### src/bus_exception_pkg.sv
/*
 Package for the bus exception control block: exception codes, outcome and
 state encodings, and cycle counts. Assumes a single 200 MHz system clock.
*/
package bus_exception_pkg;

   // ----------------------------------------------------------------
   // Exception codes
   // ----------------------------------------------------------------
   localparam logic [2:0] CODE_NORMAL = 3'h0;
   localparam logic [2:0] CODE_HALT = 3'h1;
   localparam logic [2:0] CODE_BUS_ERROR = 3'h2;
   localparam logic [2:0] CODE_RETRY = 3'h3;
   localparam logic [2:0] CODE_RELINQUISH = 3'h4;
   localparam logic [2:0] CODE_RESERVED_A = 3'h5;
   localparam logic [2:0] CODE_RESERVED_B = 3'h6;
   localparam logic [2:0] CODE_RESET = 3'h7;

   // ----------------------------------------------------------------
   // Cycle counts
   // ----------------------------------------------------------------
   localparam int REARB_WAIT_CYCLES = 3;
   localparam int RECOVERY_CYCLES = 25;
   localparam int RECOVERY_DUAL_WRITE_CYCLES = 29;
   localparam int RESERVED_HOLDOFF_CYCLES = 2;
   localparam int COUNT_WIDTH = 5;

   // ----------------------------------------------------------------
   // Cycle termination outcome reported with cycle_done_o
   // ----------------------------------------------------------------
   typedef enum logic [2:0] {
      OUT_NORMAL = 3'b000,
      OUT_BUS_ERROR = 3'b001,
      OUT_RETRY = 3'b010,
      OUT_RELINQUISH = 3'b011,
      OUT_HALT = 3'b100
   } outcome_type;

   // ----------------------------------------------------------------
   // Controller states
   // ----------------------------------------------------------------
   typedef enum logic [2:0] {
      ST_IDLE = 3'b000,
      ST_CYCLE = 3'b001,
      ST_HOLD = 3'b010,
      ST_WAIT = 3'b011,
      ST_RECOVER = 3'b100,
      ST_REARB = 3'b101
   } state_type;

endpackage

### src/dma_bus_exception_control.sv
/*
 Bus exception control for a multi-channel DMA bus master: turns the filtered
 exception code into cycle terminations, bus release, retry and recovery.
 Assumes a bus-cycle sequencer that raises cycle_active_i for each cycle and
 samples the outputs here, and an arbiter that answers bus_request_o.
*/
// Notes on behaviour
// - Three code lines form value 0..7, line zero least significant, all high means zero.
// - Code inputs captured each rising edge, then synchronised one edge later.
// - Two latest synchronised codes must match before the code is acted upon.
// - Error, retry or relinquish ends the cycle after sync, debounce and controller clock.
// - Error, retry or relinquish arriving with acknowledge overrides that acknowledge.
// - Any non-zero code parks the device idle or waiting after the cycle ends.
// - Code zero: each cycle ends on data transfer acknowledge.
// - Halt: finish on acknowledge, release bus, idle, then re-arbitrate and resume.
// - Halt with acknowledge together ends the cycle two clocks later.
// - After halt clears, wait three clocks before raising bus request.
// - Bus error aborts cycle and channel, logging error in that channel.
// - After bus error clears, recover 25 clocks, or 29 for dual-address write.
// - Bus error: no transfer-complete strobe, address and count counters unchanged.
// - Retry: end cycle, wait holding grant, after clear wait three clocks, rerun.
// - Retry: no strobe, counters and data holding register untouched.
// - Relinquish: end cycle, release bus, after clear wait three, re-arbitrate, rerun.
// - Relinquish: no strobe, counters and data holding register untouched.
// - Retried operand transfer completes before any higher-priority channel.
// - Codes 5 and 6 stretch the cycle and block requests until sync plus debounce.
// - Code 7 starts internal reset and idle after sync plus debounce.
`timescale 1ns/10ps
module dma_bus_exception_control #(
   parameter int CHANNELS = 4,
   parameter int CH_WIDTH = 2
) (
   input wire logic clk_sys_i,
   input wire logic nrst_i,
   input wire logic [2:0] bus_exception_code_n_i,
   input wire logic data_ack_i,
   input wire logic cycle_active_i,
   input wire logic [CH_WIDTH-1:0] cycle_channel_i,
   input wire logic dual_write_i,
   input wire logic transfer_pending_i,
   input wire logic bus_granted_i,
   input wire logic operand_last_i,
   output logic cycle_done_o,
   output logic [2:0] cycle_outcome_o,
   output logic transfer_complete_strobe_o,
   output logic counter_update_o,
   output logic rerun_cycle_o,
   output logic bus_request_o,
   output logic bus_own_o,
   output logic start_allowed_o,
   output logic operand_lock_o,
   output logic [CHANNELS-1:0] channel_error_o,
   output logic internal_reset_o
);

   if (CHANNELS < 1 || CHANNELS > (1 << CH_WIDTH)) begin : g_channels_fit
      $error("CHANNELS does not fit CH_WIDTH");
   end

   // ----------------------------------------------------------------
   // Code filter
   // ----------------------------------------------------------------
   logic [2:0] code;
   logic code_valid;

   exception_code_filter #(
      .WIDTH(3)
   ) u_filter (
      .clk_sys_i(clk_sys_i),
      .nrst_i(nrst_i),
      .bus_exception_code_n_i(bus_exception_code_n_i),
      .code_o(code),
      .code_valid_o(code_valid)
   );

   // ----------------------------------------------------------------
   // Code decode
   // ----------------------------------------------------------------
   wire logic is_normal = (code == bus_exception_pkg::CODE_NORMAL);
   wire logic is_halt = (code == bus_exception_pkg::CODE_HALT);
   wire logic is_error = (code == bus_exception_pkg::CODE_BUS_ERROR);
   wire logic is_retry = (code == bus_exception_pkg::CODE_RETRY);
   wire logic is_relinquish = (code == bus_exception_pkg::CODE_RELINQUISH);
   wire logic is_reserved = (code == bus_exception_pkg::CODE_RESERVED_A) ||
      (code == bus_exception_pkg::CODE_RESERVED_B);
   wire logic is_reset = (code == bus_exception_pkg::CODE_RESET);
   wire logic is_abort = is_error || is_retry || is_relinquish;

   bus_exception_pkg::state_type state;
   bus_exception_pkg::state_type next_state;
   bus_exception_pkg::outcome_type held_outcome;
   bus_exception_pkg::outcome_type next_held_outcome;
   logic [bus_exception_pkg::COUNT_WIDTH-1:0] count;
   logic [bus_exception_pkg::COUNT_WIDTH-1:0] next_count;
   logic [1:0] reserved_hold;
   logic [1:0] next_reserved_hold;
   logic ack_seen;
   logic pending_rerun;
   logic next_pending_rerun;
   logic exc_armed;

   // Termination decision for an active cycle.
   // The acknowledge crosses a three-stage delay, one clock less than the code's sync and
   // debounce path, and an exception termination spends one more controller clock in exc_armed,
   // so aborts and halt plus acknowledge end two clocks after a plain acknowledge would.
   wire logic arm_now = (state == bus_exception_pkg::ST_CYCLE) && code_valid &&
      (is_abort || (is_halt && ack_seen));
   wire logic end_abort = arm_now && exc_armed && is_abort;
   wire logic end_ack = (state == bus_exception_pkg::ST_CYCLE) && code_valid && ack_seen &&
      (is_normal || (is_halt && exc_armed));
   wire logic end_reset = code_valid && is_reset;
   wire logic [bus_exception_pkg::COUNT_WIDTH-1:0] recovery_len = dual_write_i ?
      bus_exception_pkg::COUNT_WIDTH'(bus_exception_pkg::RECOVERY_DUAL_WRITE_CYCLES - 1) :
      bus_exception_pkg::COUNT_WIDTH'(bus_exception_pkg::RECOVERY_CYCLES - 1);
   wire logic [bus_exception_pkg::COUNT_WIDTH-1:0] rearb_len =
      bus_exception_pkg::COUNT_WIDTH'(bus_exception_pkg::REARB_WAIT_CYCLES - 1);
   wire logic code_clear = code_valid && is_normal;
   wire logic halted_or_parked = code_valid && !is_normal && !is_reserved;

   // ----------------------------------------------------------------
   // Acknowledge delay, one clock shorter than the code path
   // ----------------------------------------------------------------
   logic [2:0] ack_pipe;

   always_ff @(posedge clk_sys_i or negedge nrst_i) begin
      if (!nrst_i) begin
         ack_pipe <= 3'h0;
      end else if (end_abort || end_ack || end_reset) begin
         // A finished cycle must not hand its acknowledge on to the next one.
         ack_pipe <= 3'h0;
      end else begin
         ack_pipe <= {ack_pipe[1:0], data_ack_i && cycle_active_i};
      end
   end

   // ----------------------------------------------------------------
   // Exception termination arming
   // ----------------------------------------------------------------
   // The controller needs one clock to switch from a normal to an exception
   // termination; a code that changes meanwhile drops the arming again.
   always_ff @(posedge clk_sys_i or negedge nrst_i) begin
      if (!nrst_i) begin
         exc_armed <= 1'b0;
      end else begin
         exc_armed <= arm_now && !end_abort && !end_ack && !end_reset;
      end
   end

   assign ack_seen = ack_pipe[2];

   // ----------------------------------------------------------------
   // State sequencing
   // ----------------------------------------------------------------
   always_comb begin
      next_state = state;
      next_count = (count != '0) ? count - 1'b1 : count;
      next_held_outcome = held_outcome;
      next_pending_rerun = pending_rerun;
      next_reserved_hold = (reserved_hold != 2'h0) ? reserved_hold - 2'h1 : reserved_hold;
      if (code_valid && is_reserved) begin
         next_reserved_hold = 2'(bus_exception_pkg::RESERVED_HOLDOFF_CYCLES);
      end
      case (state)
         bus_exception_pkg::ST_IDLE: begin
            if (cycle_active_i && start_allowed_o) begin
               next_state = bus_exception_pkg::ST_CYCLE;
            end
         end
         bus_exception_pkg::ST_CYCLE: begin
            if (end_abort) begin
               next_state = bus_exception_pkg::ST_HOLD;
               next_pending_rerun = !is_error;
               if (is_error) begin
                  next_held_outcome = bus_exception_pkg::OUT_BUS_ERROR;
               end else if (is_retry) begin
                  next_held_outcome = bus_exception_pkg::OUT_RETRY;
               end else begin
                  next_held_outcome = bus_exception_pkg::OUT_RELINQUISH;
               end
            end else if (end_ack && is_halt) begin
               next_state = bus_exception_pkg::ST_HOLD;
               next_held_outcome = bus_exception_pkg::OUT_HALT;
            end else if (end_ack) begin
               next_state = bus_exception_pkg::ST_IDLE;
            end
            // Reserved codes leave the cycle running whatever the acknowledge does.
         end
         bus_exception_pkg::ST_HOLD: begin
            if (code_clear) begin
               if (held_outcome == bus_exception_pkg::OUT_BUS_ERROR) begin
                  next_state = bus_exception_pkg::ST_RECOVER;
                  next_count = recovery_len;
               end else begin
                  next_state = bus_exception_pkg::ST_WAIT;
                  next_count = rearb_len;
               end
            end
         end
         bus_exception_pkg::ST_WAIT: begin
            if (!code_clear) begin
               next_state = bus_exception_pkg::ST_HOLD;
            end else if (count == '0) begin
               next_state = (held_outcome == bus_exception_pkg::OUT_RETRY) ?
                  bus_exception_pkg::ST_IDLE : bus_exception_pkg::ST_REARB;
            end
         end
         bus_exception_pkg::ST_RECOVER: begin
            if (count == '0) begin
               next_state = bus_exception_pkg::ST_IDLE;
            end
         end
         bus_exception_pkg::ST_REARB: begin
            if (bus_granted_i || !(transfer_pending_i || pending_rerun)) begin
               next_state = bus_exception_pkg::ST_IDLE;
            end
         end
         default: begin
            next_state = bus_exception_pkg::ST_IDLE;
         end
      endcase
      if (state == bus_exception_pkg::ST_CYCLE && end_ack && pending_rerun) begin
         next_pending_rerun = 1'b0;
      end
      if (end_reset) begin
         next_state = bus_exception_pkg::ST_IDLE;
         next_pending_rerun = 1'b0;
         next_count = '0;
      end
   end

   always_ff @(posedge clk_sys_i or negedge nrst_i) begin
      if (!nrst_i) begin
         state <= bus_exception_pkg::ST_IDLE;
         held_outcome <= bus_exception_pkg::OUT_NORMAL;
         count <= '0;
         pending_rerun <= 1'b0;
         reserved_hold <= 2'h0;
      end else begin
         state <= next_state;
         held_outcome <= next_held_outcome;
         count <= next_count;
         pending_rerun <= next_pending_rerun;
         reserved_hold <= next_reserved_hold;
      end
   end

   // ----------------------------------------------------------------
   // Outputs
   // ----------------------------------------------------------------
   wire logic done_now = end_abort || end_ack;
   wire logic normal_done = end_ack && !end_abort;
   wire logic owns_next = (state == bus_exception_pkg::ST_HOLD || state == bus_exception_pkg::ST_WAIT) ?
      (held_outcome == bus_exception_pkg::OUT_RETRY) :
      (state == bus_exception_pkg::ST_CYCLE || state == bus_exception_pkg::ST_RECOVER ||
       (state == bus_exception_pkg::ST_IDLE && bus_own_o && transfer_pending_i));
   wire logic request_next = (state == bus_exception_pkg::ST_REARB) && !bus_granted_i &&
      (transfer_pending_i || pending_rerun);
   wire logic allow_next = !halted_or_parked && !(code_valid && is_reserved) &&
      (next_reserved_hold == 2'h0) && (next_state == bus_exception_pkg::ST_IDLE ||
      next_state == bus_exception_pkg::ST_CYCLE);

   always_ff @(posedge clk_sys_i or negedge nrst_i) begin
      if (!nrst_i) begin
         cycle_done_o <= 1'b0;
         cycle_outcome_o <= 3'h0;
         transfer_complete_strobe_o <= 1'b0;
         counter_update_o <= 1'b0;
         rerun_cycle_o <= 1'b0;
         bus_request_o <= 1'b0;
         bus_own_o <= 1'b0;
         start_allowed_o <= 1'b0;
         operand_lock_o <= 1'b0;
         channel_error_o <= '0;
         internal_reset_o <= 1'b0;
      end else begin
         cycle_done_o <= done_now && !end_reset;
         cycle_outcome_o <= next_held_outcome;
         if (normal_done && !is_halt) begin
            cycle_outcome_o <= bus_exception_pkg::OUT_NORMAL;
         end
         transfer_complete_strobe_o <= normal_done && !end_reset;
         counter_update_o <= normal_done && !end_reset;
         rerun_cycle_o <= pending_rerun && (next_state == bus_exception_pkg::ST_IDLE) && !end_reset &&
            (state == bus_exception_pkg::ST_WAIT || state == bus_exception_pkg::ST_REARB);
         bus_request_o <= request_next && !end_reset;
         bus_own_o <= owns_next && !end_reset;
         start_allowed_o <= allow_next && !end_reset;
         // The retried operand keeps priority while a rerun is owed.
         operand_lock_o <= next_pending_rerun || (pending_rerun && !operand_last_i);
         if (end_abort && is_error) begin
            channel_error_o[cycle_channel_i] <= 1'b1;
         end
         if (end_reset) begin
            channel_error_o <= '0;
         end
         internal_reset_o <= end_reset;
      end
   end

endmodule

### src/exception_code_filter.sv
/*
 Two-stage synchroniser followed by a debounce stage for the three-bit
 exception code. Assumes the code is active low on the pins, one clock.
*/
`timescale 1ns/10ps
module exception_code_filter #(
   parameter int WIDTH = 3
) (
   input wire logic clk_sys_i,
   input wire logic nrst_i,
   input wire logic [WIDTH-1:0] bus_exception_code_n_i,
   output logic [WIDTH-1:0] code_o,
   output logic code_valid_o
);

   logic [WIDTH-1:0] capture;
   logic [WIDTH-1:0] sync_now;
   logic [WIDTH-1:0] sync_prev;
   wire logic [WIDTH-1:0] pin_value = ~bus_exception_code_n_i;
   wire logic agree = (sync_now == sync_prev);

   // ----------------------------------------------------------------
   // Capture, synchronise, debounce
   // ----------------------------------------------------------------
   // All lines high on the pins reads as code zero after inversion.
   always_ff @(posedge clk_sys_i or negedge nrst_i) begin
      if (!nrst_i) begin
         capture <= '0;
         sync_now <= '0;
         sync_prev <= '0;
         code_o <= '0;
         code_valid_o <= 1'b0;
      end else begin
         capture <= pin_value;
         sync_now <= capture;
         sync_prev <= sync_now;
         code_valid_o <= agree;
         // A transitional code from a priority encoder is never accepted.
         if (agree) begin
            code_o <= sync_now;
         end
      end
   end

endmodule
### config.mk
export PLATFORM = sky130hd
export DESIGN_NAME = dma_bus_exception_control
export DESIGN_NICKNAME = d
export VERILOG_FILES = /design/src/bus_exception_pkg.sv /design/src/dma_bus_exception_control.sv /design/src/exception_code_filter.sv
export SDC_FILE = /design/constraint.sdc
export NUM_CORES = 1
export LEC_CHECK = 0
export BUFFER_PORTS_ARGS = -buffer_cell sky130_fd_sc_hd__buf_2
export CAP_MARGIN = 10
export CORE_MARGIN = 1
export CORE_UTILIZATION = 40
export DETAILED_ROUTE_END_ITERATION = 10
export PLACE_DENSITY_LB_ADDON = 0.08
export SLEW_MARGIN = 20
export SYNTH_ARGS = -nofsm -noshare
export SYNTH_HDL_FRONTEND = slang
export SYNTH_SLANG_ARGS = --single-unit
### constraint.sdc
create_clock -name clk_sys_i -period 3 [get_ports clk_sys_i]
set_clock_uncertainty 0.1 [all_clocks]
set_input_delay 0.3 -clock clk_sys_i [delete_from_list [all_inputs] [get_ports clk_sys_i]]
set_output_delay 0.3 -clock clk_sys_i [all_outputs]
set_load 0.05 [all_outputs]
# After elaboration in Yosys (flattened, before gate mapping)
# Index checks and enable logic that the tools add are counted.
# word_totals
regBits,46
input_bits,13
output_inout_bits,16
elab_cells,157
# op_classes
addsub,2
magnitude_cmp,2
n_eq_ne,16
mux,37
n_bitwise,2
n_reduce_logical,76
# ops
op,n
3-bit two-way mux,18
1-bit logical AND,41
5-bit two-way mux,5
3-bit equality test (second input constant),6
3-bit one-hot mux with 6 select lines,1
3-bit by 2-bit equality test with 1-bit output (second input constant),5
1-bit logical OR,15
3-bit by 1-bit equality test with 1-bit output (second input constant),4
1-bit zero test,12
3-bit zero test,3
4-bit two-way mux,2
1-bit two-way mux,7
2-bit two-way mux,3
5-bit zero test,1
5-bit nonzero test,1
5-bit by 1-bit subtractor with 5-bit output (second input constant),1
4-bit OR,1
2-bit nonzero test,2
3-bit equality test,1
2-bit by 3-bit less-than comparator with 1-bit output (second input constant),1
3-bit inverter,1
1-bit demux with 2-bit select,1
2-bit by 1-bit greater-or-equal comparator with 1-bit output (second input constant),1
2-bit zero test,1
2-bit by 1-bit subtractor with 2-bit output (second input constant),1

# Logic depth before layout (Yosys ltp)
# depth
ltp_word,14
depth_mapped,8
ltp_nobuf,7

# Modules after synthesis
# From an unflattened synthesis, not the netlist that was laid out.
# hier_totals
cells_unflattened,214
hier_area_um2,2214.6
# modules_own_cells
mod,n_inst,cells_per_inst,area_each_um2,seq_area_each_um2
dma_bus_exception_control,1,187,1794.2,825.8
exception_code_filter,1,27,420.4,325.3

# Worst setup path after synthesis
# No wires, ideal clock.
# synth_timing
path_kind,reg2reg
start,register count[0] in the netlist's numbering
end,register rerun_cycle_o
setup_time_ps,80
arrival_time_ps,2022
required_time_ps,2820
setup_slack_ps,798
path_stages_with_launch,9
path_buffers,1
period_less_slack_ps,2202
path_cell_list,dfrtp_1 -> inv_1 -> ha_1 -> or4b_4 -> buf_6 -> o311ai_4 -> o221ai_2 -> nor4b_2 -> nor3b_2
# synth_between
elab_chain_cells,9
elab_cells_between_ends,10
cone_classes,mux (5); reduce/logical (5)
# synth_rtl
element,line_no,source
from (decl),dma_bus_exception_control.sv:93,logic [bus_exception_pkg::COUNT_WIDTH-1:0] count;
from (signal assigned),dma_bus_exception_control.sv:241,count <= next_count;
5-bit zero test (*),"dma_bus_exception_control.sv:202, dma_bus_exception_control.sv:208",
3-bit two-way mux,dma_bus_exception_control.sv:202,end else if (count == '0) begin
3-bit two-way mux,dma_bus_exception_control.sv:200,if (!code_clear) begin
3-bit one-hot mux with 6 select lines (*),dma_bus_exception_control.sv:163,case (state)
3-bit two-way mux (*),dma_bus_exception_control.sv:224,if (end_reset) begin
3-bit zero test (*),dma_bus_exception_control.sv:283,rerun_cycle_o <= pending_rerun && (next_state == bus_exception_pkg::ST_IDLE) && !end_reset &&
1-bit logical AND (*) (3 in series),dma_bus_exception_control.sv:283,
to (signal assigned),dma_bus_exception_control.sv:283,
to (decl),dma_bus_exception_control.sv:47,"output logic rerun_cycle_o,"
# Every way passes the cells marked *; elsewhere a longest branch is shown, timed or not.
# A chain may end at the register's enable or synchronous reset.

# Worst setup path after layout
# layout_timing
start,register u_filter.code_o[0]
end,register start_allowed_o
# layout_between
elab_chain_cells,14
elab_cells_between_ends,46
cone_classes,eq/ne (8); mux (8); reduce/logical (30)
# layout_rtl
element,line_no,source
from (decl),exception_code_filter.sv:12,"output logic [WIDTH-1:0] code_o,"
from (signal assigned),exception_code_filter.sv:40,code_o <= sync_now;
"3-bit by 2-bit equality test with 1-bit output, on equally long branches","dma_bus_exception_control.sv:81, dma_bus_exception_control.sv:82",
1-bit logical OR (2 in series),dma_bus_exception_control.sv:87,wire logic is_abort = is_error || is_retry || is_relinquish;
1-bit logical OR,dma_bus_exception_control.sv:107,(is_abort || (is_halt && ack_seen));
1-bit logical AND,dma_bus_exception_control.sv:106,wire logic arm_now = (state == bus_exception_pkg::ST_CYCLE) && code_valid &&
1-bit logical AND (2 in series),dma_bus_exception_control.sv:108,wire logic end_abort = arm_now && exc_armed && is_abort;
3-bit two-way mux,dma_bus_exception_control.sv:170,if (end_abort) begin
3-bit one-hot mux with 6 select lines,dma_bus_exception_control.sv:163,
3-bit two-way mux,dma_bus_exception_control.sv:224,
3-bit by 1-bit equality test with 1-bit output or 3-bit zero test (tied branches),"dma_bus_exception_control.sv:260, dma_bus_exception_control.sv:259",
1-bit logical OR,dma_bus_exception_control.sv:259,(next_reserved_hold == 2'h0) && (next_state == bus_exception_pkg::ST_IDLE ||
1-bit logical AND,dma_bus_exception_control.sv:259,
1-bit logical AND (*),dma_bus_exception_control.sv:287,start_allowed_o <= allow_next && !end_reset;
to (signal assigned),dma_bus_exception_control.sv:287,
to (decl),dma_bus_exception_control.sv:50,"output logic start_allowed_o,"
# Marked as above.

==> results.cfg <==
[status]
status = finished clean

[sta]
rsz0062_at_grt = false
drv_slew = 0
fin_hold_ws_ps = 34.50
finalSetupViolCount = 0
fmax_mhz = 414.8
hold_viol_final = 0
maxSlewHeadroom_pct = 57.07
fin_crit_sh_pct = 80.36
finalCriticalPeriod_ps = 2411
setup-tns-final_ps = 0
worst_slew_pin_slew_ps = 635.4

[drt]
antenna_left = 0
wl_per_cell_um = 13.82
vias = 1604
viasPerCell = 5.141
routed_wl_um = 4311
drc = 0
firstDrtPassIters = 4
drtIter0Drc = 70

[synth]
synth_area_leaders = dfrtp_1, a21oi_1, nand2_1
ys_types = 49
synth_warnings = 0
async_flop_share_pct = 100.0
yosys.area.top_type = dfrtp_1
synth-edff-count = 0
avgSynthCellArea_um2 = 10.04
yosysSeqAreaShare_pct = 53.33
syn_inst = 215
mappedNetlistNets = 230
ys.flop_type = dfrtp_1
syn_area_mm2 = 0.002158
yosysTopAreaCellShare_pct = 53.33
yosys_register_bits = 46

[clocking]
cts_tree = done
cts.sinks = 46
insertion_delay_ps = 290
cts_resized = 0
clock-root-buffer = clkbuf_8
cts_setup_buffers = 0
clock_path_buffers = 2
clkTransAtPathRegs_ps = 90
ctsHtreeMaxLevel = 2
numCtsBuffers = 5

[grt]
grt-ovfl-total = 0
grt_pass1_vias = 1471
antenna_found_initial = 0
grt_max_degree = 47
grt_pass1_wl_um = 7065
track_usage_pct = 16.79

[finish]
diodes = 0
multiInputGateArea_um2 = 889.6
fill_cells = 517
drive_above_1_share_pct = 19.42
syn2layout_area_growth_pct = 15.54
nets = 256
regArea_mm2 = 0.001151

[job]
drv_cap = 0

[critical_path]
cp_data_arrival_time_ps = 2500
r2r-end = start_allowed_o
cp-end-kind = flip-flop
reg2regPathDepth = 5
path_max_fanout = 17
reg2reg_slack_ps = 590
reg2reg_from = u_filter.code_o[0]
worstPathCellList = nor4b_2 > nand3b_1 > nor2_1 > nor4b_2 > o21a_1
cp-start-kind = flip-flop
crit_required_ps = 3090
crit_slowest_cell = nor4b_2
worstSetupPathType = reg2reg
cp_common_cell = nor4b_2
cpPeakStageDelay_ps = 680

[placed_design]
gp_routability_congestion = 0.8009
dp_hpwl_um = 2976
portBuffers = 28

[die]
top_level_ports = 29
placementRows = 26
die_h_um = 75.46
coreArea_mm2 = 0.005140
die_area_mm2 = 0.005693
die_w_um = 75.46
initial_utilization_pct = 41.99

[pwr]
vdd.ir_drop.worst_v = 0.0004104
swShare_pct = 34.41
share_comb_of_total_power_pct = 28.1
p_int_mw = 1.275
clkPwrFrac_pct = 28.1
pwr-share-seq_pct = 43.8
p_leak_nw = 1.191
powerDensity_mw_per_mm2 = 779.8
p_sw_mw = 0.6692

[min_path]
hold_class = in2reg
hold_path.startpoint = bus_exception_code_n_i[1]
min_to = u_filter.capture[1]
hold_path_depth = 2
[synth_stat cells, types with 2 or more instances]
cell and number:
o21ai_0 10, xnor2_1 4, a221o_1 2, a21o_1 2, clkbuf_1 9, nor2b_1 4, xor2_1 3, nor3b_1 4
and2_1 4, nand2_1 20, nor3_1 5, nor4b_2 2, ha_1 2, nand4_1 4, a211oi_1 2, nand2b_1 2
nor2_1 20, inv_1 15, a31oi_1 3, a21oi_1 16, nand3_1 5, dfrtp_1 46, o2111ai_1 3, or3_1 3
[cell usage in the layout, fill, tap and decap left out, types with 2 or more instances in the layout]
cell,instances
o21ai_0,10
nand3_1,5
clkbuf_8,5
nor2_1,20
nand4_1,4
xnor2_1,4
or3_1,3
a211oi_1,2
nand2b_1,2
ha_1,2
inv_1,15
nor3b_1,4
nor3_1,5
xor2_1,3
a31oi_1,3
bufinv_16,2
buf_4,3
a21o_1,2
o2111ai_1,3
nor2b_1,4
buf_2,27
a21oi_1,16
nor4b_2,2
nand2_1,20
a221o_1,2
and2_1,4
dfrtp_1,46
[power by group through the flow]
stage / Combinational [mW] / Clock (mW) / Sequential [mW]
finish: 0.546 / 0.546 / 0.853
global route: 0.610 / 0.591 / 0.870
CTS: 0.549 / 0.567 / 0.852
detailed placement: 0.545 / 0 / 0.863
global placement: 0.542 / 0 / 0.865
floorplan: 0.379 / 0 / 0.903
[sequential cells by signal (all words and copies together), names as in the netlist, 2 cells and up]
| register | flops |
|---|---|
| u_filter.sync_prev | 3 |
| state | 3 |
| cycle_outcome_o | 3 |
| u_filter.code_o | 3 |
| count | 5 |
| u_filter.capture | 3 |
| u_filter.sync_now | 3 |
| channel_error_o | 4 |
| ack_pipe | 3 |
| held_outcome | 3 |
| reserved_hold | 2 |
[worst max-delay path, delay by kind of cell, from the launching register on]
| family | cells | cell delay, ps |
|---|---|---|
| AOI/OAI and AO/OA | 1 | 180 |
| DFF | 1 | 590 |
| and+or+nand+nor | 4 | 1430 |
[cells by family after synthesis]
group / synth area share, %
buffers and inverters: 5.449
and+or+nand+nor: 20.41
AOI/OAI and AO/OA: 15.83
muxes: 0.9855
adders and majority gates: 1.159
xor gates and xnor gates: 2.841
DFF: 53.33
[final cells by class]
type,count,share of cell area [%]
Clock inverter,3,2.760
Multi-Input combinational cell,141,35.67
Clock buffer,5,2.760
Tap cell,70,3.512
Inverter,16,2.408
Timing Repair Buffer,31,6.724
Sequential cell,46,46.16
[layer usage]
metal  part of all wire (%)  global-route usage (%)  up-vias
li1                       -                       -      798
met1                     48                   23.12      761
met2                     46                   25.50       39
met3                    4.1                   4.101        6
met4                    1.5                   6.790        0
met5                      0                       0        -
[stage by stage]
stage	cells	worst slack (ps)	util (%)	power, mW	cell area, µm²
3_5_place_dp	303	595.1	45.59	1.409	2344
5_1_grt	312	444.0	48.52	2.071	2494
6_report	312	589.2	48.52	1.945	2494
4_1_cts	311	593.1	48.27	1.968	2481
3_3_place_gp	303	620.4	45.59	1.407	2344
2_1_floorplan	215	798.0	-	1.282	2158
[worst max-delay path by stage]
stage                       to  cells after the start  slack [ps]               start
5_1_grt          rerun_cycle_o                      7         440            count[0]
3_3_place_gp     rerun_cycle_o                      7         620            count[0]
3_5_place_dp   start_allowed_o                      5         600  u_filter.code_o[0]
6_report       start_allowed_o                      5         590  u_filter.code_o[0]
4_1_cts          rerun_cycle_o                      7         590            count[0]
2_1_floorplan    rerun_cycle_o                      8         800            count[0]
[timing repair]
item                       CTS  global route
setup endpoints to repair    0             0
hold endpoints to repair     0            46
hold buffers                 0             1
Power figures use the tool's default switching activity.
